### src/sas_regs.vh
`ifndef SAS_REGS_VH
`define SAS_REGS_VH

// register byte addresses on the plain register port
`define SAS_ADDR_RESULT     8'h1E
`define SAS_ADDR_CONTROL    8'h1F
`define SAS_ADDR_PINCFG     8'h9F

// reset values
`define SAS_CTL_RESET       8'h00
`define SAS_PINCFG_RESET    3'h0

// control register field positions
`define SAS_CTL_PWR         0
`define SAS_CTL_GO          2
`define SAS_CTL_CHAN_LO     3
`define SAS_CTL_CHAN_HI     5
`define SAS_CTL_CLK_LO      6
`define SAS_CTL_CLK_HI      7

// conversion clock select codes
`define SAS_CLK_DIV2        2'h0
`define SAS_CLK_DIV8        2'h1
`define SAS_CLK_DIV32       2'h2
`define SAS_CLK_RC          2'h3

// half bit-period lengths in reference clock cycles
`define SAS_HALF_DIV2       5'h01
`define SAS_HALF_DIV8       5'h04
`define SAS_HALF_DIV32      5'h10

// a conversion lasts 9.5 bit periods, counted in half periods
`define SAS_CONV_HALVES     5'h13
`define SAS_LAST_DECIDE     5'h10
`define SAS_SAR_START       8'h80

// capture/compare special-event mode code
`define SAS_CCP_SPECIAL     4'hB

// timing figures, reference clock 100 MHz
`define SAS_CLK_PERIOD_NS   10
`define SAS_TAD_MIN_NS      1600
`define SAS_TAD_MIN_CYC     ((`SAS_TAD_MIN_NS + `SAS_CLK_PERIOD_NS - 1) / `SAS_CLK_PERIOD_NS)

`endif

### src/sas_sync.v
`timescale 1ns/1ps
// three-stage input synchroniser with agreement filter
module sas_sync #(
	parameter W = 8
) (
	input  wire         ref_clk_in,
	input  wire         rst_n_in,
	input  wire [W-1:0] async_in,
	output wire [W-1:0] sync_out
);
	reg  [W-1:0] s1_r;
	reg  [W-1:0] s2_r;
	reg  [W-1:0] s3_r;
	reg  [W-1:0] out_r;
	wire [W-1:0] agree;

	// bits where stages two and three match
	assign agree = ~(s2_r ^ s3_r);

	// stage one is read only by stage two
	always @(posedge ref_clk_in)
	begin
		if (!rst_n_in)
		begin
			s1_r  <= {W{1'b0}};
			s2_r  <= {W{1'b0}};
			s3_r  <= {W{1'b0}};
			out_r <= {W{1'b0}};
		end
		else
		begin
			s1_r <= async_in;
			s2_r <= s1_r;
			s3_r <= s2_r;
			// take a bit once stages two and three agree
			out_r <= (s3_r & agree) | (out_r & ~agree);
		end
	end

	assign sync_out = out_r;
endmodule

### src/sas_tad_gen.v
`timescale 1ns/1ps
`include "sas_regs.vh"
// half bit-period tick generator for the conversion clock
module sas_tad_gen (
	input  wire       ref_clk_in,
	input  wire       rst_n_in,
	input  wire       run_in,
	input  wire [1:0] clk_sel_in,
	input  wire       sleep_in,
	input  wire       rc_level_in,
	output wire       half_tick_out
);
	reg  [4:0] cnt_r;
	reg        rc_prev_r;
	reg        tick_r;
	reg  [4:0] half_len;

	// half period length per divider setting
	always @*
	begin
		case (clk_sel_in)
			`SAS_CLK_DIV2:  half_len = `SAS_HALF_DIV2;
			`SAS_CLK_DIV8:  half_len = `SAS_HALF_DIV8;
			default:        half_len = `SAS_HALF_DIV32;
		endcase
	end

	// divider ticks, or both edges of the rc clock
	always @(posedge ref_clk_in)
	begin
		if (!rst_n_in)
		begin
			cnt_r     <= 5'h00;
			rc_prev_r <= 1'b0;
			tick_r    <= 1'b0;
		end
		else if (!run_in)
		begin
			cnt_r     <= 5'h00;
			rc_prev_r <= rc_level_in;
			tick_r    <= 1'b0;
		end
		else if (clk_sel_in == `SAS_CLK_RC)
		begin
			tick_r    <= rc_level_in != rc_prev_r;
			rc_prev_r <= rc_level_in;
		end
		else if (sleep_in)
		begin
			tick_r <= 1'b0;
		end
		else if (cnt_r == half_len - 5'h01)
		begin
			cnt_r  <= 5'h00;
			tick_r <= 1'b1;
		end
		else
		begin
			cnt_r  <= cnt_r + 5'h01;
			tick_r <= 1'b0;
		end
	end

	assign half_tick_out = tick_r;
endmodule

### src/sas_sequencer.v
// Chosen here: strobed register access.
`timescale 1ns/1ps
`include "sas_regs.vh"
module sas_sequencer (
	input  wire       ref_clk_in,
	input  wire       rst_n_in,
	input  wire [7:0] reg_addr_in,
	input  wire [7:0] reg_wdata_in,
	input  wire       reg_wr_in,
	input  wire       reg_rd_in,
	output wire [7:0] reg_rdata_out,
	input  wire       cmp_in,
	input  wire       rc_osc_in,
	input  wire [5:0] port_pins_in,
	input  wire       sleep_in,
	input  wire [3:0] ccp_mode_in,
	input  wire       ccp_trigger_in,
	output wire       power_on_out,
	output wire [2:0] channel_out,
	output wire       vref_ext_out,
	output wire       hold_isolate_out,
	output wire [7:0] dac_code_out,
	output wire       conv_done_out,
	output wire [5:0] analog_mask_out,
	output wire [5:0] port_read_out
);
	localparam ST_IDLE = 1'b0;
	localparam ST_CONV = 1'b1;
	localparam [7:0] CTL_RST = `SAS_CTL_RESET;

	// control and configuration state
	reg        state_r;
	reg        state_nxt;
	reg        pwr_r;
	reg        go_r;
	reg        go_nxt;
	reg  [2:0] chan_r;
	reg  [1:0] clk_sel_r;
	reg  [2:0] pincfg_r;
	reg  [7:0] result_r;
	reg  [7:0] dac_r;
	reg  [7:0] dac_nxt;
	reg  [4:0] half_cnt_r;
	reg  [4:0] half_cnt_nxt;
	reg  [2:0] bit_idx_r;
	reg  [2:0] bit_idx_nxt;
	reg        isolate_r;
	reg        done_r;
	reg        done_nxt;
	reg        vref_ext_r;
	reg  [5:0] amask_r;
	reg  [5:0] port_rd_r;
	reg  [7:0] rdata_r;

	wire [7:0] sync_bits;
	wire       cmp_s;
	wire       rc_s;
	wire [5:0] pins_s;
	wire       half_tick;
	wire       wr_ctl;
	wire       wr_pin;
	wire       start_req;
	wire       abort_req;
	wire       pwr_wr_val;
	wire [4:0] half_inc;
	wire       pwr_keep;
	wire [6:0] pin_mode;

	// comparator, rc clock and port pins pass the three-stage filter
	sas_sync #(
		.W (8)
	) u_sync (
		.ref_clk_in (ref_clk_in),
		.rst_n_in   (rst_n_in),
		.async_in   ({port_pins_in, rc_osc_in, cmp_in}),
		.sync_out   (sync_bits)
	);

	assign cmp_s  = sync_bits[0];
	assign rc_s   = sync_bits[1];
	assign pins_s = sync_bits[7:2];

	// half period ticks, only while converting
	sas_tad_gen u_tad (
		.ref_clk_in    (ref_clk_in),
		.rst_n_in      (rst_n_in),
		.run_in        (state_r == ST_CONV),
		.clk_sel_in    (clk_sel_r),
		.sleep_in      (sleep_in),
		.rc_level_in   (rc_s),
		.half_tick_out (half_tick)
	);

	// pin mode decode: {vref on pin 3, analog mask}
	function [6:0] pin_decode;
		input [2:0] code;
		begin
			case (code)
				3'h0:    pin_decode = 7'h2F;
				3'h1:    pin_decode = 7'h67;
				3'h2:    pin_decode = 7'h07;
				3'h3:    pin_decode = 7'h4F;
				3'h4:    pin_decode = 7'h0B;
				3'h5:    pin_decode = 7'h4B;
				default: pin_decode = 7'h00;
			endcase
		end
	endfunction

	// register port decode
	assign wr_ctl     = reg_wr_in && (reg_addr_in == `SAS_ADDR_CONTROL);
	assign wr_pin     = reg_wr_in && (reg_addr_in == `SAS_ADDR_PINCFG);
	assign pwr_wr_val = reg_wdata_in[`SAS_CTL_PWR];
	assign half_inc   = half_cnt_r + 5'h01;
	assign pin_mode   = pin_decode(pincfg_r);

	// a write that powers off never starts
	assign pwr_keep   = !wr_ctl || pwr_wr_val;

	assign start_req = pwr_r && pwr_keep &&
		((wr_ctl && reg_wdata_in[`SAS_CTL_GO]) ||
		 (ccp_trigger_in && (ccp_mode_in == `SAS_CCP_SPECIAL)));

	// software clearing power stops a conversion; clearing go does unless a special-event trigger comes in the same cycle
	assign abort_req = wr_ctl && (!reg_wdata_in[`SAS_CTL_GO] || !pwr_wr_val);

	// conversion sequencer next state
	always @*
	begin
		state_nxt    = state_r;
		go_nxt       = go_r;
		dac_nxt      = dac_r;
		half_cnt_nxt = half_cnt_r;
		bit_idx_nxt  = bit_idx_r;
		done_nxt     = 1'b0;
		case (state_r)
			ST_IDLE:
			begin
				if (start_req)
				begin
					state_nxt    = ST_CONV;
					go_nxt       = 1'b1;
					dac_nxt      = `SAS_SAR_START;
					half_cnt_nxt = 5'h00;
					bit_idx_nxt  = 3'h7;
				end
			end
			ST_CONV:
			begin
				if (abort_req && !start_req)
				begin
					state_nxt = ST_IDLE;
					go_nxt    = 1'b0;
				end
				else if (half_tick)
				begin
					half_cnt_nxt = half_inc;
					if (!half_inc[0] && half_inc <= `SAS_LAST_DECIDE)
					begin
						dac_nxt[bit_idx_r] = cmp_s;
						if (bit_idx_r != 3'h0)
							dac_nxt[bit_idx_r - 3'h1] = 1'b1;
						bit_idx_nxt = bit_idx_r - 3'h1;
					end
					// end after nine and half periods
					if (half_inc == `SAS_CONV_HALVES)
					begin
						done_nxt  = 1'b1;
						state_nxt = ST_IDLE;
						go_nxt    = 1'b0;
						// a start in the same cycle wins
						if (start_req)
						begin
							state_nxt    = ST_CONV;
							go_nxt       = 1'b1;
							dac_nxt      = `SAS_SAR_START;
							half_cnt_nxt = 5'h00;
							bit_idx_nxt  = 3'h7;
						end
					end
				end
			end
			default:
			begin
				state_nxt = ST_IDLE;
				go_nxt    = 1'b0;
			end
		endcase
	end

	always @(posedge ref_clk_in)
	begin
		if (!rst_n_in)
		begin
			state_r    <= ST_IDLE;
			go_r       <= 1'b0;
			pwr_r      <= 1'b0;
			chan_r     <= CTL_RST[`SAS_CTL_CHAN_HI:`SAS_CTL_CHAN_LO];
			clk_sel_r  <= CTL_RST[`SAS_CTL_CLK_HI:`SAS_CTL_CLK_LO];
			pincfg_r   <= `SAS_PINCFG_RESET;
			dac_r      <= 8'h00;
			half_cnt_r <= 5'h00;
			bit_idx_r  <= 3'h7;
			isolate_r  <= 1'b0;
			done_r     <= 1'b0;
		end
		else
		begin
			state_r    <= state_nxt;
			go_r       <= go_nxt;
			dac_r      <= dac_nxt;
			half_cnt_r <= half_cnt_nxt;
			bit_idx_r  <= bit_idx_nxt;
			done_r     <= done_nxt;
			isolate_r  <= state_nxt == ST_CONV;
			if (wr_ctl)
			begin
				pwr_r     <= pwr_wr_val;
				chan_r    <= reg_wdata_in[`SAS_CTL_CHAN_HI:`SAS_CTL_CHAN_LO];
				clk_sel_r <= reg_wdata_in[`SAS_CTL_CLK_HI:`SAS_CTL_CLK_LO];
			end
			if (wr_pin)
				pincfg_r <= reg_wdata_in[2:0];
		end
	end

	always @(posedge ref_clk_in)
	begin
		// load result, final code even on restart
		if (done_nxt)
			result_r <= dac_r;
	end

	// pin mode outputs and port read-back
	always @(posedge ref_clk_in)
	begin
		if (!rst_n_in)
		begin
			vref_ext_r <= 1'b0;
			amask_r    <= 6'h00;
			port_rd_r  <= 6'h00;
		end
		else
		begin
			vref_ext_r <= pin_mode[6];
			amask_r    <= pin_mode[5:0];
			port_rd_r  <= pins_s & ~amask_r;
		end
	end

	// register read, data one cycle after strobe
	always @(posedge ref_clk_in)
	begin
		if (!rst_n_in)
			rdata_r <= 8'h00;
		else if (reg_rd_in)
		begin
			case (reg_addr_in)
				`SAS_ADDR_CONTROL: rdata_r <= {clk_sel_r, chan_r, go_r, 1'b0, pwr_r};
				`SAS_ADDR_PINCFG:  rdata_r <= {5'h00, pincfg_r};
				`SAS_ADDR_RESULT:  rdata_r <= result_r;
				default:           rdata_r <= 8'h00;
			endcase
		end
		else
			rdata_r <= 8'h00;
	end

	// outputs straight from registers
	assign reg_rdata_out    = rdata_r;
	assign power_on_out     = pwr_r;
	assign channel_out      = chan_r;
	assign vref_ext_out     = vref_ext_r;
	assign hold_isolate_out = isolate_r;
	assign dac_code_out     = dac_r;
	assign conv_done_out    = done_r;
	assign analog_mask_out  = amask_r;
	assign port_read_out    = port_rd_r;
endmodule

### config.mk
export PLATFORM = sky130hd
export DESIGN_NAME = sas_sequencer
export DESIGN_NICKNAME = d
export VERILOG_FILES = /design/src/sas_sync.v /design/src/sas_tad_gen.v /design/src/sas_sequencer.v
export VERILOG_INCLUDE_DIRS = /design/src
export SDC_FILE = /design/constraint.sdc
export NUM_CORES = 1
export LEC_CHECK = 0
export BUFFER_PORTS_ARGS = -buffer_cell sky130_fd_sc_hd__buf_2
export CAP_MARGIN = 30
export CORE_AREA = 4 4 110 112
export CTS_CLUSTER_SIZE = 8
export DETAILED_ROUTE_END_ITERATION = 8
export DIE_AREA = 0 0 114 116
export GPL_TIMING_DRIVEN = 0
export PLACE_DENSITY = 0.53
export SLEW_MARGIN = 20
export SYNTH_ARGS = -nofsm -noshare
export SYNTH_HDL_FRONTEND = slang
export SYNTH_SLANG_ARGS = --single-unit
### constraint.sdc
create_clock -name ref_clk_in -period 3.45 [get_ports ref_clk_in]
set_clock_uncertainty 0.05 [all_clocks]
set_input_delay 0.69 -clock ref_clk_in [delete_from_list [all_inputs] [get_ports ref_clk_in]]
set_output_delay 0.69 -clock ref_clk_in [all_outputs]
set_load 0.01 [all_outputs]
==> After elaboration in Yosys (flattened, before gate mapping) <==
Index checks and enable logic that the tools add are counted.
{ "totals": {"reg_bits": 96, "out_inout_bits": 35, "elab_cells": 139} }
{ "classes": {"add_sub_neg": 4, "n_lt_le_gt_ge": 5, "eq_ne": 20, "n_mux": 49, "n_bitwise": 12, "reduce_logical": 27} }
{ "op_table": {"columns": ["op", "count"], "rows": [
  ["$mux W8", 7],
  ["$pmux W7 S6", 1],
  ["$mux W5", 6],
  ["$pmux W8 S3", 1],
  ["$pmux W5 S2", 2],
  ["$mux W1", 19],
  ["$mux W3", 6],
  ["$and A8 B8 Y8", 2],
  ["$eq A8 B5 Y1 const B", 2],
  ["$not A8 Y8", 2],
  ["$or A8 B8 Y8", 2],
  ["$pmux W8 S2", 1],
  ["$logic_and A1 B1 Y1", 11],
  ["$add A5 B1 Y5 const B", 2],
  ["$bwmux W8", 1],
  ["$eq A8 B8 Y1 const B", 1],
  ["$lt A3 B4 Y1 const B", 2],
  ["$xor A8 B8 Y8", 1],
  ["$and A6 B6 Y6", 1],
  ["$demux W1 S3", 2],
  ["$eq A3 B2 Y1 const B", 2],
  ["$eq A3 B3 Y1 const B", 2],
  ["$ge A3 B1 Y1 const B", 2],
  ["$ne A3 B1 Y1 const B", 2],
  ["23 further kinds", 37]
]} }

==> Logic depth before layout (Yosys ltp) <==
Gate-level depths: netlist of run 1.
{ "depth": {"word_depth": 13, "mapped_depth": 8, "depth_no_buf": 8} }

==> Modules after synthesis <==
From an unflattened synthesis of run 1, not the netlist that was laid out.
{ "hier_totals": {"cells_unflattened": 403, "area_unflattened_um2": 3938.8} }
{ "by_module_without_submodules": {"columns": ["module", "instances", "cells_each", "area_per_inst_um2", "seq_area_each_um2"], "rows": [
  ["sas_sequencer", 1, 273, 2544.9, 1181.1],
  ["sas_sync", 1, 83, 960.9, 640.6],
  ["sas_tad_gen", 1, 47, 432.9, 140.1]
]} }

==> Worst setup path before layout of run 1 <==
No wires, ideal clock.
{ "synth_timing": {"kind": "input to register", "startpoint": "in reg_addr_in[5]", "endpoint": "reg result_r[0] (enable)", "setup_time_ns": 0.373, "arrival_time_ns": 2.182, "required_ns": 3.027, "slack_ns": 0.845, "path_stages": 5, "path_buffers": 0, "cell_sequence": "or4b_4 nor3_4 o221a_2 o211ai_1 nor2_1"} }
{ "synth_between": {"elab_chain_cells": 10, "word_cells_on_any_way": 13, "cone_classes": "1 x eq/ne; 2 x mux; 10 x reduce/logical"} }
{ "synth_rtl": {"columns": ["element", "line_no", "source"], "rows": [
  ["start, declared", "sas_sequencer.v:7", "input wire [7:0] reg_addr_in,"],
  ["$eq A8 B5 Y1 (*)", null, null],
  ["$logic_and A1 B1 Y1 (*)", "sas_sequencer.v:111", "assign wr_ctl = reg_wr_in && (reg_addr_in == `SAS_ADDR_CONTROL);"],
  ["$logic_not A1 Y1", "sas_sequencer.v:118", "assign pwr_keep = !wr_ctl || pwr_wr_val;"],
  ["$logic_or A1 B1 Y1", "sas_sequencer.v:118", null],
  ["$logic_and A1 B1 Y1 (2 in series)", "sas_sequencer.v:120", "assign start_req = pwr_r && pwr_keep &&"],
  ["$logic_not A1 Y1", "sas_sequencer.v:150", "if (abort_req && !start_req)"],
  ["$logic_and A1 B1 Y1 (*)", "sas_sequencer.v:150", null],
  ["$mux W1 (*)", "sas_sequencer.v:150", null],
  ["$mux W1 (*)", "sas_sequencer.v:136", "case (state_r)"],
  ["named net done_nxt", "sas_sequencer.v:49", "reg done_nxt;"],
  ["end signal, assigned", "sas_sequencer.v:231", "result_r <= dac_r;"],
  ["end, declared", "sas_sequencer.v:40", "reg [7:0] result_r;"]
]} }
The timed path passes the listed nets; every way through them passes the cells marked *.
A chain may end at the register's enable or synchronous reset.

==> Final worst setup path of run 1 <==
{ "layout_timing": {"startpoint": "in reg_addr_in[5]", "endpoint": "reg dac_r[6] (netlist: dac_code_out[6])"} }
{ "layout_between": {"elab_chain_cells": 11, "word_cells_on_any_way": 19, "cone_classes": "3 x eq/ne; 5 x mux; 11 x reduce/logical"} }
{ "layout_rtl": {"columns": ["element", "line_no", "source"], "rows": [
  ["$eq A8 B5 Y1 (*)", null, null],
  ["$logic_and A1 B1 Y1 (*)", "sas_sequencer.v:111", null],
  ["$logic_not A1 Y1", "sas_sequencer.v:118", null],
  ["$logic_or A1 B1 Y1", "sas_sequencer.v:118", null],
  ["$logic_and A1 B1 Y1 (2 in series)", "sas_sequencer.v:120", null],
  ["$mux W8", "sas_sequencer.v:172", "if (start_req)"],
  ["$mux W8", "sas_sequencer.v:166", "if (half_inc == `SAS_CONV_HALVES)"],
  ["$mux W8", "sas_sequencer.v:155", "else if (half_tick)"],
  ["$mux W8", "sas_sequencer.v:150", null],
  ["$pmux W8 S2", "sas_sequencer.v:136", null],
  ["end signal, assigned", "sas_sequencer.v:211", "dac_r <= dac_nxt;"],
  ["end, declared", "sas_sequencer.v:41", "reg [7:0] dac_r;"]
]} }
Mark *: on every way between the ends. The rest lies on a longest branch, timed or not. The select of a mux whose other input is x is not followed.

==> results.json, run 1 <==
{
  "status": "finished clean",
  "ys_types": 60,
  "cp-startpoint": "reg_addr_in[5]",
  "peakVddDrop_mv": 0.198,
  "yosysWarnings": 0,
  "cp.arrival_ns": 2.99,
  "cp-end-kind": "flip-flop",
  "clock-sinks": 94,
  "die_w_um": 114,
  "seq_area_frac_synth_pct": 51.4,
  "clkSlewWorstSetupHoldPaths_ns": 0.07,
  "ioPinCount": 69,
  "diodes": 0,
  "wl_per_cell_um": 14.8,
  "avgViaCountPerCell": 4.99,
  "worstSetupPathType": "input port to flip-flop",
  "grt_pass1_wl_mm": 14.6,
  "min_path_type": "flip-flop to flip-flop",
  "routabilityCongestion": 0.805,
  "cts_inserted_buffers": 9,
  "period_minus_slack_ns": 2.77,
  "clockRootBuffer": "clkbuf_16",
  "worst_pin_slew_ns": 0.708,
  "cts-resized-gates": 0,
  "nNetsFinal": 507,
  "grt_setup_unrepaired": "no",
  "grt_max_degree": 18,
  "fmax_mhz": 362,
  "crit_end": "dac_code_out[6]",
  "cts_tree": "built",
  "syn_area_um2": 3810,
  "firstDrtPassIters": 4,
  "mostFrequentLayoutCell": "dfxtp_1",
  "setup_ws_ns": 0.684,
  "drt-initial-drc-count": 182,
  "ys_top_cells_by_area": "dfxtp_1 45%, edfxtp_1 6.3%, and2_1 4.9%, a21boi_0 3.7%, nand2_1 3.4%",
  "cpPeakStageDelay_ns": 0.45,
  "io_buffers": 65,
  "setup_viol": 0,
  "routed_wl_mm": 9.07,
  "critPathBufInv": 1,
  "worst-path-stages": 7,
  "fin_area_um2": 4610,
  "netlist.area_leader.share_pct": 45.1,
  "finalCritPeriodShare_pct": 80.2,
  "met1_length_mm": 4.15,
  "dr_wl_met3_um": 403,
  "cts_buffer_depth": 2,
  "antenna_found_initial": 0,
  "maxUsedRoutingLayer": "met4",
  "path_common_cell": "a21oi_1",
  "synth_area_per_cell_um2": 9.78,
  "ys.flop_type": "dfxtp_1",
  "core.rowCount": 39,
  "cts_hold_buf": 0,
  "drive_above_1_share_pct": 20.8,
  "hpwl_mm": 6.65,
  "power_density_nw_per_um2": 462,
  "synth-async-reset-ratio_pct": 0,
  "worst_hold_slack_ns": 0.383,
  "dpl-instance-area_um2": 4320,
  "hold_violations": 0,
  "grt_pass1_vias": 2929,
  "critPathTopFamily": "compound AO/OA/AOI/OAI gates",
  "synth_cells": 390,
  "antenna_left": 0,
  "cellLeakagePower_nw": 1.86,
  "start_util_pct": 34.0,
  "syn2layout_area_growth_pct": 20.8,
  "cp_slowest_cell": "o221a_2",
  "r2r-end": "bit_idx_r[0]",
  "placeableCoreArea_um2": 11200,
  "htreeDepth": 3,
  "die_h_um": 116,
  "route.met2.wl_mm": 4.38,
  "critPathRequiredTime_ns": 3.67,
  "synth_seq_cells": 94,
  "globalRouteOverflowTotal": 0,
  "syn_nets": 430,
  "cap_violations": 0,
  "relSlewSlack_pct": 52.6,
  "clk_latency_ns": 0.34,
  "cts_setup_buffers": 0,
  "place_ws_ns": 0.386,
  "drc_errors": 0,
  "rr_worst_depth": 7,
  "dieArea_um2": 13200,
  "finalMaxSlewViolations": 0,
  "synth_edf_count": 8,
  "vias": 3067,
  "crit_fanout": 8,
  "synth_top_area_cell": "dfxtp_1",
  "start_kind": "input port",
  "setup_tns_ns": 0,
  "reg2reg_from": "half_cnt_r[0]",
  "final_cell_mix": "86 x dfxtp_1, 67 x buf_2, 35 x nand2_1",
  "grtUsageTotal_pct": 14.0,
  "cp_cell_sequence": "buf_2 > nor4b_1 > nand3_1 > o221a_2 > a21oi_1 > o311ai_0 > a21oi_1",
  "r2r_slack_ns": 0.97
}
-- per-stage QoR --
stage / utilization (%) / std cells / power (mW)
CTS: 41.0 / 614 / 2.15
global route: 41.0 / 615 / 2.21
finish: 41.0 / 615 / 2.13
global placement: 38.5 / 598 / 1.21
floorplan: - / 390 / 1.17
detailed placement: 38.5 / 598 / 1.21
-- Yosys cell counts, types with 2 or more instances --
| library cell | instances |
|---|---|
| a211o_1 | 3 |
| a211oi_1 | 2 |
| a21boi_0 | 19 |
| a21oi_1 | 14 |
| a221oi_1 | 2 |
| a222oi_1 | 2 |
| a22oi_1 | 6 |
| a311o_1 | 2 |
| and2_1 | 30 |
| and3_1 | 5 |
| and3b_1 | 5 |
| and4_1 | 2 |
| buf_2 | 2 |
| buf_4 | 2 |
| clkbuf_1 | 14 |
| dfxtp_1 | 86 |
| edfxtp_1 | 8 |
| ha_1 | 6 |
| inv_1 | 4 |
| mux2i_1 | 6 |
| nand2_1 | 35 |
| nand3_1 | 19 |
| nand4_1 | 4 |
| nand4b_1 | 2 |
| nor2_1 | 25 |
| nor2b_1 | 9 |
| nor3_1 | 5 |
| nor4_1 | 2 |
| o211a_1 | 2 |
| o211ai_1 | 3 |
| o21a_1 | 2 |
| o21ai_0 | 20 |
| o221a_2 | 3 |
| o2bb2ai_1 | 2 |
| or3_1 | 5 |
| xnor2_1 | 3 |
| xor2_1 | 6 |
-- how the worst min path moves through the flow --
stage	from	endpoint	slack [ns]	depth (start not counted)
floorplan	flip-flop	port_read_out[5]	0.36	2
global placement	u_sync.s1_r[6]	u_sync.s2_r[6]	0.36	1
detailed placement	u_sync.s1_r[0]	u_sync.s2_r[0]	0.37	1
CTS	u_sync.s1_r[4]	u_sync.s2_r[4]	0.39	1
global route	flip-flop	port_read_out[5]	0.39	2
finish	flip-flop	port_read_out[5]	0.38	2
-- metal layers --
metal / up-vias / track usage, %
met4: 0 / 5.54
li1: 1553 / -
met3: 8 / 3.45
met5: - / 0
met2: 49 / 23.8
met1: 1457 / 17.2
-- registers in the layout (all words and copies together), names as in the netlist, 4 cells and up, named ones only --
signal / count
dac_code_out: 8
u_sync.s1_r: 8
u_tad.cnt_r: 5
u_sync.s2_r: 8
half_cnt_r: 5
reg_rdata_out: 8
port_read_out: 6
analog_mask_out: 4
result_r: 8
u_sync.s3_r: 8
-- power by group --
part           total, mW  leakage, nW  switching, mW  internal [mW]
logic             0.0698        0.965         0.0371         0.0327
registers           1.12        0.758        0.00570           1.11
clock network      0.940        0.134          0.441          0.499
total               2.13         1.86          0.484           1.64
-- kinds of logic (layout without fill, tap and decap cells) --
group                    Yosys count  in the layout  synth area share, %
AO/OA/AOI/OAI                     94             94                 17.6
other                              1              1               0.0983
buffers and inverters             23            105                 2.72
flip-flops                        94             94                 51.4
multiplexers                       7              7                 1.87
XOR/XNOR                           9              9                 2.07
AND/OR/NAND/NOR                  156            156                 22.3
adder cells (fa/ha/maj)            6              6                 1.97
-- worst min-delay path, cell delays in order, from the launching register on --
cell and delay, ns:
dfxtp_1 0.31, nand2_1 0.05, nor2_1 0.04
-- final cells by class --
class	instances	area, µm²
fill	1130	6620
sequential	94	1960
multi-input combinational	273	1750
timing repair buffer	66	330
clock buffer	9	225
tap	143	179
buffer	19	88.8
clock inverter	7	57.6
inverter	4	15.0
Power figures use the tool's default switching activity.
==> run 2, diff against run 1 <==
==> constraint.sdc (replaced) <==
create_clock -name ref_clk_in -period 2.7 [get_ports ref_clk_in]
set_clock_uncertainty 0.05 [all_clocks]
set_input_delay 0.54 -clock ref_clk_in [delete_from_list [all_inputs] [get_ports ref_clk_in]]
set_output_delay 0.54 -clock ref_clk_in [all_outputs]
set_load 0.01 [all_outputs]
==> run 2 against run 1 <==
Effect of this change: via count increased by 0.75%; design area increased by 0.54%; sequential share of layout area decreased by 0.23 points; wire length decreased by 0.57%; final cell count unchanged; register-to-register slack got worse by 0.65 ns; hold slack got worse by 0.033 ns; largest cell class unchanged; largest power group unchanged.
==> results.json, run 2 (synthesis gave the netlist of run 1 again) <==
{
  "ioPinCount": 69,
  "finalMaxSlewViolations": 0,
  "dpl-instance-area_um2": 4320,
  "start_util_pct": 34.0,
  "grt_setup_unrepaired": "no",
  "vias": 3090,
  "diodes": 0,
  "final_util_pct": 41.3,
  "min_path_type": "input port to flip-flop",
  "setup_ws_ns": 0.226,
  "p_clk_share_pct": 44.2,
  "clkSlewWorstSetupHoldPaths_ns": 0.07,
  "cts_setup_buffers": 0,
  "critPathRequiredTime_ns": 2.87,
  "relSlewSlack_pct": 57.1,
  "cellLeakagePower_nw": 1.86,
  "worst_pin_slew_ns": 0.640,
  "internal_power_mw": 2.10,
  "cts_buffer_depth": 2,
  "placeableCoreArea_um2": 11200,
  "io_buffers": 65,
  "firstDrtPassIters": 5,
  "path_common_cell": "buf_2",
  "wl_per_cell_um": 14.7,
  "hpwl_mm": 6.65,
  "n_fill_cell": 1127,
  "globalRouteOverflowTotal": 0,
  "antenna_left": 0,
  "power_density_nw_per_um2": 587,
  "finalCritPeriodShare_pct": 91.6,
  "clk_latency_ns": 0.34,
  "cp-end-kind": "flip-flop",
  "drc_errors": 0,
  "clockRootBuffer": "clkbuf_16",
  "final_cell_mix": "86 x dfxtp_1, 67 x buf_2, 35 x nand2_1",
  "grtUsageTotal_pct": 14.0,
  "grt_pass1_vias": 2929,
  "htreeDepth": 3,
  "drt-initial-drc-count": 153,
  "die_h_um": 116,
  "period_minus_slack_ns": 2.47,
  "start_kind": "input port",
  "setup_tns_ns": 0,
  "seq_power_share_pct": 52.5,
  "drive_above_1_share_pct": 21.2,
  "cpPeakStageDelay_ns": 0.44,
  "routabilityCongestion": 0.805,
  "dieArea_um2": 13200,
  "crit_fanout": 10,
  "fin_area_um2": 4630,
  "core.rowCount": 39,
  "cap_violations": 0,
  "grt_pass1_wl_mm": 14.6,
  "p_comb_share_pct": 3.3,
  "mostFrequentLayoutCell": "dfxtp_1",
  "nNetsFinal": 507,
  "cts_hold_buf": 0,
  "switching_share_pct": 22.8,
  "cts-resized-gates": 0,
  "worstSetupPathType": "input port to flip-flop",
  "status": "finished clean",
  "setup_viol": 0,
  "cts_inserted_buffers": 9,
  "peakVddDrop_mv": 0.253,
  "clock-sinks": 94,
  "die_w_um": 114,
  "critPathTopFamily": "simple AND/OR/NAND/NOR gates",
  "critPathBufInv": 2,
  "hold_violations": 0,
  "cts_tree": "built",
  "cp_slowest_cell": "o221ai_4",
  "cp.arrival_ns": 2.64,
  "routed_wl_mm": 9.02,
  "fmax_mhz": 404,
  "place_ws_ns": -0.214,
  "syn2layout_area_growth_pct": 21.4,
  "antenna_found_initial": 0,
  "p_sw_mw": 0.619,
  "avgViaCountPerCell": 5.02,
  "cp_cell_sequence": "buf_2 > nor4b_1 > nand3_1 > o221ai_4 > o21ai_1 > buf_2 > nor4_1 > nor3_1",
  "grt_max_degree": 18
}
run 2: cell type report:
cell class                      instances  area (µm²)  area share [%]
Sequential cell                        94        1960            42.4
Tap cell                              143         179            3.86
Clock inverter                          7        57.6            1.24
Timing Repair Buffer                   66         330            7.13
Multi-Input combinational cell        273        1770            38.3
Inverter                                4        15.0           0.324
Buffer                                 19        88.8            1.92
Clock buffer                            9         225            4.86
run 2: per-stage QoR:
step	hold slack (ns)	total power, mW	std cells
after floorplan	0.356	1.50	390
after detailed placement	0.370	1.55	598
after CTS	0.343	2.75	614
after global routing	0.343	2.82	615
final	0.351	2.72	615
after global placement	0.363	1.55	598
run 2: path summary, 6_finish.rpt:
check	to	startpoint	depth (start not counted)	slack, ns
worst min register to register	port_read_out[5]	flip-flop	2	0.38
worst max register to register	bit_idx_r[0]	half_cnt_r[0]	7	0.32
worst min-delay path	u_sync.s1_r[6]	port_pins_in[4]	2	0.35
worst max-delay path	dac_code_out[7]	reg_addr_in[5]	8	0.23
run 2: metal layers:
metal  GRT usage (%)  vias up  routed length [µm]
met5               0        -                   0
met3            3.45        8                 492
met1            17.2     1462                4030
li1                -     1551                   -
met4            5.54        0                 144
met2            23.8       69                4360
run 2: worst reg2reg max path, cell delays in order, from the launching register on:
cell,delay [ns]
dfxtp_1,0.45
ha_1,0.30
nand2_1,0.07
o21ai_0,0.31
nand3_1,0.29
a211oi_4,0.48
and3_1,0.21
o21ai_0,0.08
run 2: power groups by stage:
| stage | registers, mW | logic (mW) | clock network [mW] |
|---|---|---|---|
| after floorplan | 1.46 | 0.0418 | 0 |
| after global routing | 1.43 | 0.100 | 1.29 |
| after detailed placement | 1.46 | 0.0914 | 0 |
| final | 1.43 | 0.0893 | 1.20 |
| after CTS | 1.43 | 0.0920 | 1.23 |
| after global placement | 1.46 | 0.0899 | 0 |
